===== config.mk =====
export PLATFORM = sky130hd
export DESIGN_NAME = reset_cause_tracker
export DESIGN_NICKNAME = d
export VERILOG_FILES = /design/src/shared/rst_cause_pkg.sv /design/src/hw/reset_cause_tracker.sv
export SDC_FILE = /design/constraint.sdc
export NUM_CORES = 1
export LEC_CHECK = 0
export ABC_AREA = 1
export BUFFER_PORTS_ARGS = -buffer_cell sky130_fd_sc_hd__buf_2
export CORE_UTILIZATION = 50
export DETAILED_ROUTE_END_ITERATION = 8
export PLACE_DENSITY = 0.77
export SLEW_MARGIN = 15
export SYNTH_ARGS = -nofsm -noshare
export SYNTH_HDL_FRONTEND = slang
export SYNTH_SLANG_ARGS = --single-unit

===== constraint.sdc =====
create_clock -name clk_i -period 1.22 [get_ports clk_i]
set_input_delay 0.244 -clock clk_i [delete_from_list [all_inputs] [get_ports clk_i]]
set_output_delay 0.244 -clock clk_i [all_outputs]
set_load 0.1 [all_outputs]

===== src/shared/rst_cause_pkg.sv =====
// Constants for the reset cause tracker
`default_nettype none
package rst_cause_pkg;
	localparam logic [1:0] CTRL_ADDR = 2'h0;
	localparam logic [1:0] CAUSE_ADDR = 2'h1;
	localparam int IRQ_PRIORITY_ENABLE_BIT = 7;
	localparam int SOFT_BROWNOUT_ENABLE_BIT = 6;
	localparam int RI_BIT = 4;
	localparam int TO_BIT = 3;
	localparam int PD_BIT = 2;
	localparam int POR_BIT = 1;
	localparam int BOR_BIT = 0;
	localparam logic [1:0] BOR_MODE_OFF = 2'h0;
	localparam logic [1:0] BOR_MODE_SOFT = 2'h1;
	localparam logic [1:0] BOR_MODE_NOSLEEP = 2'h2;
	localparam logic [1:0] BOR_MODE_ON = 2'h3;
	localparam logic [7:0] CTRL_WR_MASK = 8'hd3;
	localparam int FILTER_NS = 200;
	localparam int CLK_PERIOD_NS = 10;
	localparam int FILTER_CYCLES = (FILTER_NS + CLK_PERIOD_NS - 1) / CLK_PERIOD_NS;
	localparam logic [4:0] FILTER_CNT = 5'(FILTER_CYCLES);
	localparam logic [7:0] CAUSE_RESET = 8'h00;
	typedef enum logic [3:0] {
		CAUSE_NONE = 4'h0,
		CAUSE_POR = 4'h1,
		CAUSE_PIN_RUN = 4'h2,
		CAUSE_PIN_PM = 4'h3,
		CAUSE_WDT = 4'h4,
		CAUSE_BOR = 4'h5,
		CAUSE_INSTR = 4'h6,
		CAUSE_STK_FULL = 4'h7,
		CAUSE_STK_UNDER = 4'h8
	} cause_e;
endpackage : rst_cause_pkg
`default_nettype wire


===== src/hw/reset_cause_tracker.sv =====
// Reset cause tracker: reset control register, pin filter and cause recording
// Contract
// Record each reset cause separately
// Low five flags cleared by events
// Bit 7 enables interrupt priority levels
// Bit 6 acts only in mode 01
// Bit 6 reset value from fuse mode
// Reset instruction clears bit 4
// Watchdog expiry clears bit 3
// Sleep clears bit 2, kick sets
// Power-on clears bit 1 only; the code also clears bits 0 and 7 on power-on
// Brown-out clears bit 0, firmware sets
// Reset values follow register map
// Firmware infers brown-out from flags
// Firmware sets power-on flag after detection
// Filtered long pin low resets device
// Never drive the reset pin
// Pin disabled acts as digital input
// Power-on pulse initializes device
// Mode field selects brown-out operation
// Brown-out flag clears on brown-out, power-on
// Event inputs synchronized before flag updates
//
// Strobed register access and the register addresses were chosen for this implementation.
`default_nettype none
module reset_cause_tracker (
	// Clock and reset
	input wire logic clk_i,
	input wire logic sys_rst_i,
	// Register port
	input wire logic [1:0] addr_i,
	input wire logic [7:0] wdata_i,
	input wire logic wr_i,
	input wire logic rd_i,
	output logic [7:0] rdata_o,
	// Configuration fuses
	input wire logic [7:0] fuse_low_byte_two_i,
	input wire logic ext_reset_pin_enable_i,
	// Reset sources, asynchronous one-cycle-or-longer levels
	input wire logic por_evt_i,
	input wire logic bor_evt_i,
	input wire logic wdt_evt_i,
	input wire logic instr_evt_i,
	input wire logic stk_full_evt_i,
	input wire logic stk_under_evt_i,
	input wire logic watchdog_kick_instr_i,
	input wire logic sleep_instr_i,
	input wire logic sleeping_i,
	// External reset pin
	input wire logic ext_reset_pin_n_i,
	output logic ext_reset_pin_o,
	output logic ext_reset_pin_oe_o,
	// Results
	output logic dev_reset_o,
	output logic pin_din_o,
	output logic irq_priority_enable_o,
	output logic brownout_active_o,
	output rst_cause_pkg::cause_e last_cause_o
);
	import rst_cause_pkg::*;

	localparam int NS = 9;
	logic [NS-1:0] raw;
	logic [NS-1:0] s1_ff, s2_ff, s3_ff;
	logic [NS-1:0] nxt_s1, nxt_s2, nxt_s3;
	logic [NS-1:0] rise;
	logic [4:0] flt_ff, nxt_flt;
	logic pin_low_ff, nxt_pin_low;
	logic [7:0] ctrl_ff, nxt_ctrl;
	logic [7:0] rdata_ff, nxt_rdata;
	cause_e cause_ff, nxt_cause;
	logic rst_ff, nxt_rst;
	logic bor_on_ff, nxt_bor_on;
	logic din_ff, nxt_din;
	logic pin_rst;
	logic sbo_rst;
	logic [1:0] mode;

	assign raw = {sleep_instr_i, watchdog_kick_instr_i, stk_under_evt_i, stk_full_evt_i,
		instr_evt_i, wdt_evt_i, bor_evt_i, por_evt_i, ext_reset_pin_n_i};
	assign mode = fuse_low_byte_two_i[2:1];
	assign sbo_rst = (mode == BOR_MODE_SOFT);

	// Two-flop synchroniser plus edge stage; edge is taken only on stages 2 and 3
	always_comb begin
		nxt_s1 = raw;
		nxt_s2 = s1_ff;
		nxt_s3 = s2_ff;
	end
	assign rise = s2_ff & ~s3_ff;

	// Pin filter: low must persist for the full count, shorter pulses are ignored
	always_comb begin
		nxt_flt = flt_ff;
		nxt_pin_low = pin_low_ff;
		if (s2_ff[0]) begin
			nxt_flt = 5'h00;
			nxt_pin_low = 1'b0;
		end else if (flt_ff == FILTER_CNT) begin
			nxt_pin_low = 1'b1;
		end else begin
			nxt_flt = flt_ff + 5'h01;
		end
	end
	assign pin_rst = pin_low_ff & ext_reset_pin_enable_i;

	// Control register and cause; later branches win over a firmware write in the same cycle
	always_comb begin
		nxt_ctrl = ctrl_ff;
		nxt_cause = cause_ff;
		nxt_rst = 1'b0;
		nxt_din = ext_reset_pin_enable_i ? 1'b1 : s2_ff[0];
		if (wr_i && addr_i == CTRL_ADDR) begin
			nxt_ctrl = (ctrl_ff & ~CTRL_WR_MASK) | (wdata_i & CTRL_WR_MASK);
		end
		if (rise[7]) begin
			nxt_ctrl[TO_BIT] = 1'b1;
			nxt_ctrl[PD_BIT] = 1'b1;
		end
		if (rise[8]) begin
			nxt_ctrl[TO_BIT] = 1'b1;
			nxt_ctrl[PD_BIT] = 1'b0;
		end
		if (rise[3]) begin
			nxt_ctrl[TO_BIT] = 1'b0;
			nxt_cause = CAUSE_WDT;
			nxt_rst = 1'b1;
		end
		if (rise[4]) begin
			nxt_ctrl[RI_BIT] = 1'b0;
			nxt_cause = CAUSE_INSTR;
			nxt_rst = 1'b1;
		end
		if (rise[5]) begin
			nxt_cause = CAUSE_STK_FULL;
			nxt_rst = 1'b1;
		end
		if (rise[6]) begin
			nxt_cause = CAUSE_STK_UNDER;
			nxt_rst = 1'b1;
		end
		if (pin_rst) begin
			nxt_cause = sleeping_i ? CAUSE_PIN_PM : CAUSE_PIN_RUN;
			nxt_rst = 1'b1;
		end
		// Brown-out reloads the power flags like a power-on, but leaves the power-on flag alone
		if (rise[2] && bor_on_ff) begin
			nxt_ctrl[BOR_BIT] = 1'b0;
			nxt_ctrl[RI_BIT] = 1'b1;
			nxt_ctrl[TO_BIT] = 1'b1;
			nxt_ctrl[PD_BIT] = 1'b1;
			nxt_ctrl[IRQ_PRIORITY_ENABLE_BIT] = 1'b0;
			nxt_ctrl[SOFT_BROWNOUT_ENABLE_BIT] = sbo_rst;
			nxt_cause = CAUSE_BOR;
			nxt_rst = 1'b1;
		end
		if (rise[1]) begin
			nxt_ctrl = 8'h00;
			nxt_ctrl[RI_BIT] = 1'b1;
			nxt_ctrl[TO_BIT] = 1'b1;
			nxt_ctrl[PD_BIT] = 1'b1;
			nxt_ctrl[POR_BIT] = 1'b0;
			nxt_ctrl[BOR_BIT] = 1'b0;
			nxt_ctrl[SOFT_BROWNOUT_ENABLE_BIT] = sbo_rst;
			nxt_cause = CAUSE_POR;
			nxt_rst = 1'b1;
		end
		if (nxt_rst) begin
			nxt_ctrl[IRQ_PRIORITY_ENABLE_BIT] = 1'b0;
		end
		if (mode != BOR_MODE_SOFT) begin
			nxt_ctrl[SOFT_BROWNOUT_ENABLE_BIT] = 1'b0;
		end
		nxt_ctrl[5] = 1'b0;
	end

	// Brown-out detector enable by mode
	always_comb begin
		unique case (mode)
			BOR_MODE_OFF: nxt_bor_on = 1'b0;
			BOR_MODE_SOFT: nxt_bor_on = ctrl_ff[SOFT_BROWNOUT_ENABLE_BIT];
			BOR_MODE_NOSLEEP: nxt_bor_on = ~sleeping_i;
			BOR_MODE_ON: nxt_bor_on = 1'b1;
		endcase
	end

	// Read data valid the cycle after the strobe, zero otherwise
	always_comb begin
		nxt_rdata = 8'h00;
		if (rd_i) begin
			unique case (addr_i)
				CTRL_ADDR: nxt_rdata = ctrl_ff;
				CAUSE_ADDR: nxt_rdata = {4'h0, cause_ff};
				default: nxt_rdata = 8'h00;
			endcase
		end
	end

	// Registers
	always_ff @(posedge clk_i) begin
		if (sys_rst_i) begin
			// Pin stage resets to its idle high level so the filter does not start counting
			s1_ff <= 9'h001;
			s2_ff <= 9'h001;
			s3_ff <= 9'h001;
			flt_ff <= 5'h00;
			pin_low_ff <= 1'b0;
			ctrl_ff <= 8'h1c;
			rdata_ff <= 8'h00;
			cause_ff <= CAUSE_NONE;
			rst_ff <= 1'b0;
			bor_on_ff <= 1'b0;
			din_ff <= 1'b1;
		end else begin
			s1_ff <= nxt_s1;
			s2_ff <= nxt_s2;
			s3_ff <= nxt_s3;
			flt_ff <= nxt_flt;
			pin_low_ff <= nxt_pin_low;
			ctrl_ff <= nxt_ctrl;
			rdata_ff <= nxt_rdata;
			cause_ff <= nxt_cause;
			rst_ff <= nxt_rst;
			bor_on_ff <= nxt_bor_on;
			din_ff <= nxt_din;
		end
	end

	assign rdata_o = rdata_ff;
	assign dev_reset_o = rst_ff;
	assign pin_din_o = din_ff;
	assign irq_priority_enable_o = ctrl_ff[IRQ_PRIORITY_ENABLE_BIT];
	assign brownout_active_o = bor_on_ff;
	assign last_cause_o = cause_ff;
	// Pin is input only; internal resets never drive it
	assign ext_reset_pin_o = 1'b0;
	assign ext_reset_pin_oe_o = 1'b0;

	// Checks
	property p_por_flags;
		@(posedge clk_i) disable iff (sys_rst_i) rise[1] |=> (ctrl_ff[POR_BIT] == 1'b0 && ctrl_ff[RI_BIT]);
	endproperty
	a_por_flags: assert property (p_por_flags) else $error("power-on flags wrong");
	property p_wdt;
		@(posedge clk_i) disable iff (sys_rst_i) (rise[3] && rise[2:1] == 2'h0 && rise[6:4] == 3'h0 && !pin_rst)
			|=> !ctrl_ff[TO_BIT] && cause_ff == CAUSE_WDT;
	endproperty
	a_wdt: assert property (p_wdt) else $error("watchdog flag not cleared");
	property p_sleep;
		@(posedge clk_i) disable iff (sys_rst_i) (rise[8] && !rise[1] && !rise[2]) |=> !ctrl_ff[PD_BIT];
	endproperty
	a_sleep: assert property (p_sleep) else $error("sleep flag not cleared");
	// Kick alone leaves both power flags set
	property p_kick;
		@(posedge clk_i) disable iff (sys_rst_i) (rise[7] && !rise[8] && !rise[3]) |=> ctrl_ff[PD_BIT] && ctrl_ff[TO_BIT];
	endproperty
	a_kick: assert property (p_kick) else $error("kick did not set power flags");
	// Brown-out reloads instruction, watchdog and power-down flags
	property p_bor_reset;
		@(posedge clk_i) disable iff (sys_rst_i) (rise[2] && bor_on_ff && !rise[1])
			|=> ctrl_ff[RI_BIT] && ctrl_ff[TO_BIT] && ctrl_ff[PD_BIT];
	endproperty
	a_bor_reset: assert property (p_bor_reset) else $error("brownout reset values wrong");
	// Brown-out is recorded as the cause
	property p_bor_cause;
		@(posedge clk_i) disable iff (sys_rst_i) (rise[2] && bor_on_ff && !rise[1]) |=> cause_ff == CAUSE_BOR;
	endproperty
	a_bor_cause: assert property (p_bor_cause) else $error("brownout cause wrong");
	// Power-on is recorded as the cause and resets the device
	property p_por_cause;
		@(posedge clk_i) disable iff (sys_rst_i) rise[1] |=> cause_ff == CAUSE_POR && rst_ff;
	endproperty
	a_por_cause: assert property (p_por_cause) else $error("power-on cause wrong");
	// Unimplemented bit always reads zero
	property p_bit5;
		@(posedge clk_i) disable iff (sys_rst_i) ctrl_ff[5] == 1'b0;
	endproperty
	a_bit5: assert property (p_bit5) else $error("unused control bit set");
	// Read data stands only in the cycle after a read strobe
	property p_rd_idle;
		@(posedge clk_i) disable iff (sys_rst_i) !rd_i |=> rdata_o == 8'h00;
	endproperty
	a_rd_idle: assert property (p_rd_idle) else $error("read data without strobe");
	// Mode 00 keeps the detector off
	property p_mode_off;
		@(posedge clk_i) disable iff (sys_rst_i) (mode == BOR_MODE_OFF) |=> !bor_on_ff;
	endproperty
	a_mode_off: assert property (p_mode_off) else $error("detector on in mode off");
	// Mode 11 keeps the detector on
	property p_mode_on;
		@(posedge clk_i) disable iff (sys_rst_i) (mode == BOR_MODE_ON) |=> bor_on_ff;
	endproperty
	a_mode_on: assert property (p_mode_on) else $error("detector off in mode on");
	// A filtered low on an enabled pin resets the device
	property p_pin_rst;
		@(posedge clk_i) disable iff (sys_rst_i) pin_rst |=> rst_ff;
	endproperty
	a_pin_rst: assert property (p_pin_rst) else $error("pin low did not reset");
	// A disabled pin with no other event never resets
	property p_pin_off;
		@(posedge clk_i) disable iff (sys_rst_i) (!ext_reset_pin_enable_i && rise[6:1] == 6'h00) |=> !rst_ff;
	endproperty
	a_pin_off: assert property (p_pin_off) else $error("disabled pin reset device");
	// A disabled pin shows its synchronised level as data
	property p_din;
		@(posedge clk_i) disable iff (sys_rst_i) !ext_reset_pin_enable_i |=> pin_din_o == $past(s2_ff[0]);
	endproperty
	a_din: assert property (p_din) else $error("pin data wrong");
	property p_instr;
		@(posedge clk_i) disable iff (sys_rst_i) (rise[4] && !rise[1] && !rise[2]) |=> !ctrl_ff[RI_BIT];
	endproperty
	a_instr: assert property (p_instr) else $error("instruction flag not cleared");
	property p_soft_brownout_enable;
		@(posedge clk_i) disable iff (sys_rst_i) (mode != BOR_MODE_SOFT) |=> !ctrl_ff[SOFT_BROWNOUT_ENABLE_BIT];
	endproperty
	a_soft_brownout_enable: assert property (p_soft_brownout_enable) else $error("soft enable not inert");
	property p_bor;
		@(posedge clk_i) disable iff (sys_rst_i) (rise[2] && bor_on_ff) |=> !ctrl_ff[BOR_BIT];
	endproperty
	a_bor: assert property (p_bor) else $error("brownout flag not cleared");
	property p_pin;
		@(posedge clk_i) disable iff (sys_rst_i) (!ext_reset_pin_enable_i && !rise[1] && !rise[2]) [*2]
			|-> cause_ff != CAUSE_PIN_RUN || $stable(cause_ff);
	endproperty
	a_pin: assert property (p_pin) else $error("disabled pin caused reset");
	property p_irq_priority_enable;
		@(posedge clk_i) disable iff (sys_rst_i) rst_ff |-> !ctrl_ff[IRQ_PRIORITY_ENABLE_BIT];
	endproperty
	a_irq_priority_enable: assert property (p_irq_priority_enable) else $error("priority enable survived reset");
	property p_nodrive;
		@(posedge clk_i) disable iff (sys_rst_i) !ext_reset_pin_oe_o;
	endproperty
	a_nodrive: assert property (p_nodrive) else $error("reset pin driven");
	property p_short;
		@(posedge clk_i) disable iff (sys_rst_i) $rose(s2_ff[0]) |=> !pin_low_ff;
	endproperty
	a_short: assert property (p_short) else $error("filter kept low");
	c_por: cover property (@(posedge clk_i) disable iff (sys_rst_i) rise[1]);
	c_wdt: cover property (@(posedge clk_i) disable iff (sys_rst_i) cause_ff == CAUSE_WDT);
	c_pin: cover property (@(posedge clk_i) disable iff (sys_rst_i) pin_rst);
	c_bor: cover property (@(posedge clk_i) disable iff (sys_rst_i) cause_ff == CAUSE_BOR);
	// Pin reset taken while the core sleeps
	c_pin_pm: cover property (@(posedge clk_i) disable iff (sys_rst_i) cause_ff == CAUSE_PIN_PM);
endmodule : reset_cause_tracker
`default_nettype wire


==> metrics <==
Cells on Worst Hold Path 2; PwrDens 1300 mW/mm2; DRC 0; crit-path max cell delay 0.36 ns; DIE AREA 0.00403 mm2; Final Cycle Share 92.7%; unrepaired setup endpoints after global routing no; IO Pins 51; crit path launch type flop; Final nets 316; Yosys cell types 28; Synth area leaders dfxtp_1 (56%), inv_1 (8.9%), nor2_1 (8.5%), nand2_1 (5.6%), a21oi_1 (3.4%); CTS tree built; Post-Synth XOR/XNOR Area 0.927%; maximum clock insertion buffer count 2; Initial Util 54.5%; vias 1515; Main synth FF type dfxtp_1; critical path data arrival time 1.32 ns; Root Driver clkbuf_8; flop2flop setup slack 0.09 ns; Leakage 1.12 nW; Worst EP required 1.41 ns; Routed Antenna Nets 0; GP Congestion 0.810; Levels on crit path 6; Max stage delay cell, worst path dfxtp_4; leading area contributor after synthesis dfxtp_1; Chip Width 63.5 um; Crit path max-delay family flip-flops; mux cell area share after synthesis 0%; clock share of power 28.3%; Tot GR Track Use 19.5%; Synth Area in Adders 1.32%; drt total wl 3380 um; Avg Inst Size Synth 8.07 um2; post-synthesis compound-gate area fraction 7.75%; Worst-path clk slew 0.08 ns; CP Cell Sequence inv_1 -> ha_1 -> nand4_1 -> inv_2 -> o21ai_0 -> a21oi_1; largest net degree at the start of global routing 16; DR vias/cell 4.62; setup TNS 0 ns; peak fanout along the critical path 4; worst hold path class primary input to flop; TritonCTS buffer count 5; Post-Syn Area 0.00189 mm2; layout cells sized above 1 25.2%; die height 63.5 um; Max Clk Rate 0.884 GHz; Setup Crit Path Kind flop to flop; post-synthesis sequential area ratio 56.2%; crit end category flop; Sink Count 53; fin cells 328; Final Hold Fails 0; count leader, synth dfxtp_1; clk_lat worst skew 0.30 ns; EDFF count, synth 0; largest family of logic cells by synthesized area simple AND/OR/NAND/NOR gates; Layout Skew 0.00305 ns; Seq pwr share 57.0%; ys async rst share 0%; Net Sw Power 0.863 mW; routed length per instance 10.3 um; simple-gate portion of the synthesized area 22.0%; HPWL after DPL 2600 um; Final setup viols 0; Pre-antenna DRT Iters 4; switch share 26.9%; Max VDD drop 918 uV; Power, Total 3.21 mW; initial antenna violation count 0; Yosys warnings 0; combinational power share 14.7%; floorplan row count 21; number of diodes 0; WP buf/inv 2; cells after synthesis 234; Hold Buf Count CTS 0; Tmin final 1.13 ns; Post-synth top cells dfxtp_1 (53), inv_1 (45), nor2_1 (43); Internal Pwr Total 2.35 mW; Final Max Slew Viols 0; port buffer count 38; H-tree levels 2; first-pass GRT wire length 5960 um; R2R depth 6; vias in the first global route 1425; run status finished, final reports clean; grt ovf 0; Yosys top cell area share 56.2%; Yosys reg bits 53; placed instance count 318; total core area 0.00347 mm2; Area Overhead vs Synth 31.1%; Maximum Capacitance Violations 0; DR iter-0 viols 81
flip-flops by register name, summed over array words and instances (netlist names):
name,flops
flt_ff,5
rdata_o,7
pin_din_o,1
brownout_active_o,1
nxt_s3,9
pin_low_ff,1
ctrl_ff,7
s3_ff,8
last_cause_o,4
dev_reset_o,1
nxt_s2,9
cell type report:
cell class / instances / area (um2)
inverter: 48 / 185
clock inverter: 2 / 10.0
timing repair buffer: 44 / 460
tap: 46 / 57.6
clock buffer: 6 / 72.6
sequential: 53 / 1080
fill: 267 / 991
multi-input combinational: 129 / 616
worst register-to-register path, delay by kind of cell, from the launching register on:
kind	cells	cell delay, ns
fa+ha+maj	1	0.19
compound gates	2	0.20
flops	1	0.36
buf+inv	2	0.12
simple gates	1	0.15
layer usage:
| layer | vias to the layer above | share of wire (%) | GRT usage, % |
|---|---|---|---|
| li1 | 793 | - | - |
| met4 | 0 | 2.0 | 9.09 |
| met2 | 55 | 50 | 34.3 |
| met1 | 661 | 42 | 20.8 |
| met3 | 6 | 6.7 | 6.70 |
| met5 | - | 0 | 0 |
path summary, 6_finish.rpt:
check                    startpoint         to
hold / removal    ext_reset_pin_n_i  nxt_s2[0]
setup / recovery          flt_ff[0]  flt_ff[1]
setup reg to reg          flt_ff[0]  flt_ff[1]
hold reg to reg           nxt_s2[1]  nxt_s3[1]
power by group through the flow:
stage / sequential, mW / combinational (mW) / clock (mW)
3_5_place_dp: 1.87 / 0.470 / 0
5_1_grt: 1.84 / 0.508 / 1.04
3_3_place_gp: 1.87 / 0.461 / 0
4_1_cts: 1.83 / 0.472 / 0.939
6_report: 1.83 / 0.471 / 0.910
2_1_floorplan: 2.00 / 0.179 / 0
placed cells by master (no fill, tap or decap), drive strengths merged:
cell and count:
clkbuf 6, a21oi 14, or2 4, nand2 30, o211ai 1, ha 2, clkinv 3, dfxtp 53
nand4 3, buf 44, xnor2 1, nand3 11, a21boi 1, xor2 1, inv 47, nor3 2
conb 3, o21ai 10, nor2 45, a211oi 1
timing repair:
| item | CTS | global route |
|---|---|---|
| resized for setup | 1 | 3 |
| endpoints found under the setup margin | 1 | 3 |
| setup buffers | 0 | 2 |
| pin swaps | 0 | 1 |
per-stage QoR:
step                      cell area (um2)  util [%]  hold WS, ns  setup WS (ns)
after global routing                 2480      71.4        0.104       0.000431
final                                2480      71.4        0.122         0.0886
after global placement               2370      68.5        0.390         0.0733
after detailed placement             2370      68.5        0.395       -0.00427
after floorplan                      1910         -        0.344         0.0567
after CTS                            2460      70.9        0.111         0.0357
logic make-up after synthesis:
logic type,Yosys count
buf+inv,54
flops,53
fa+ha+maj,2
simple gates,95
other cells,1
compound gates,27
xor+xnor,2
(Power assumes the default switching activity.)
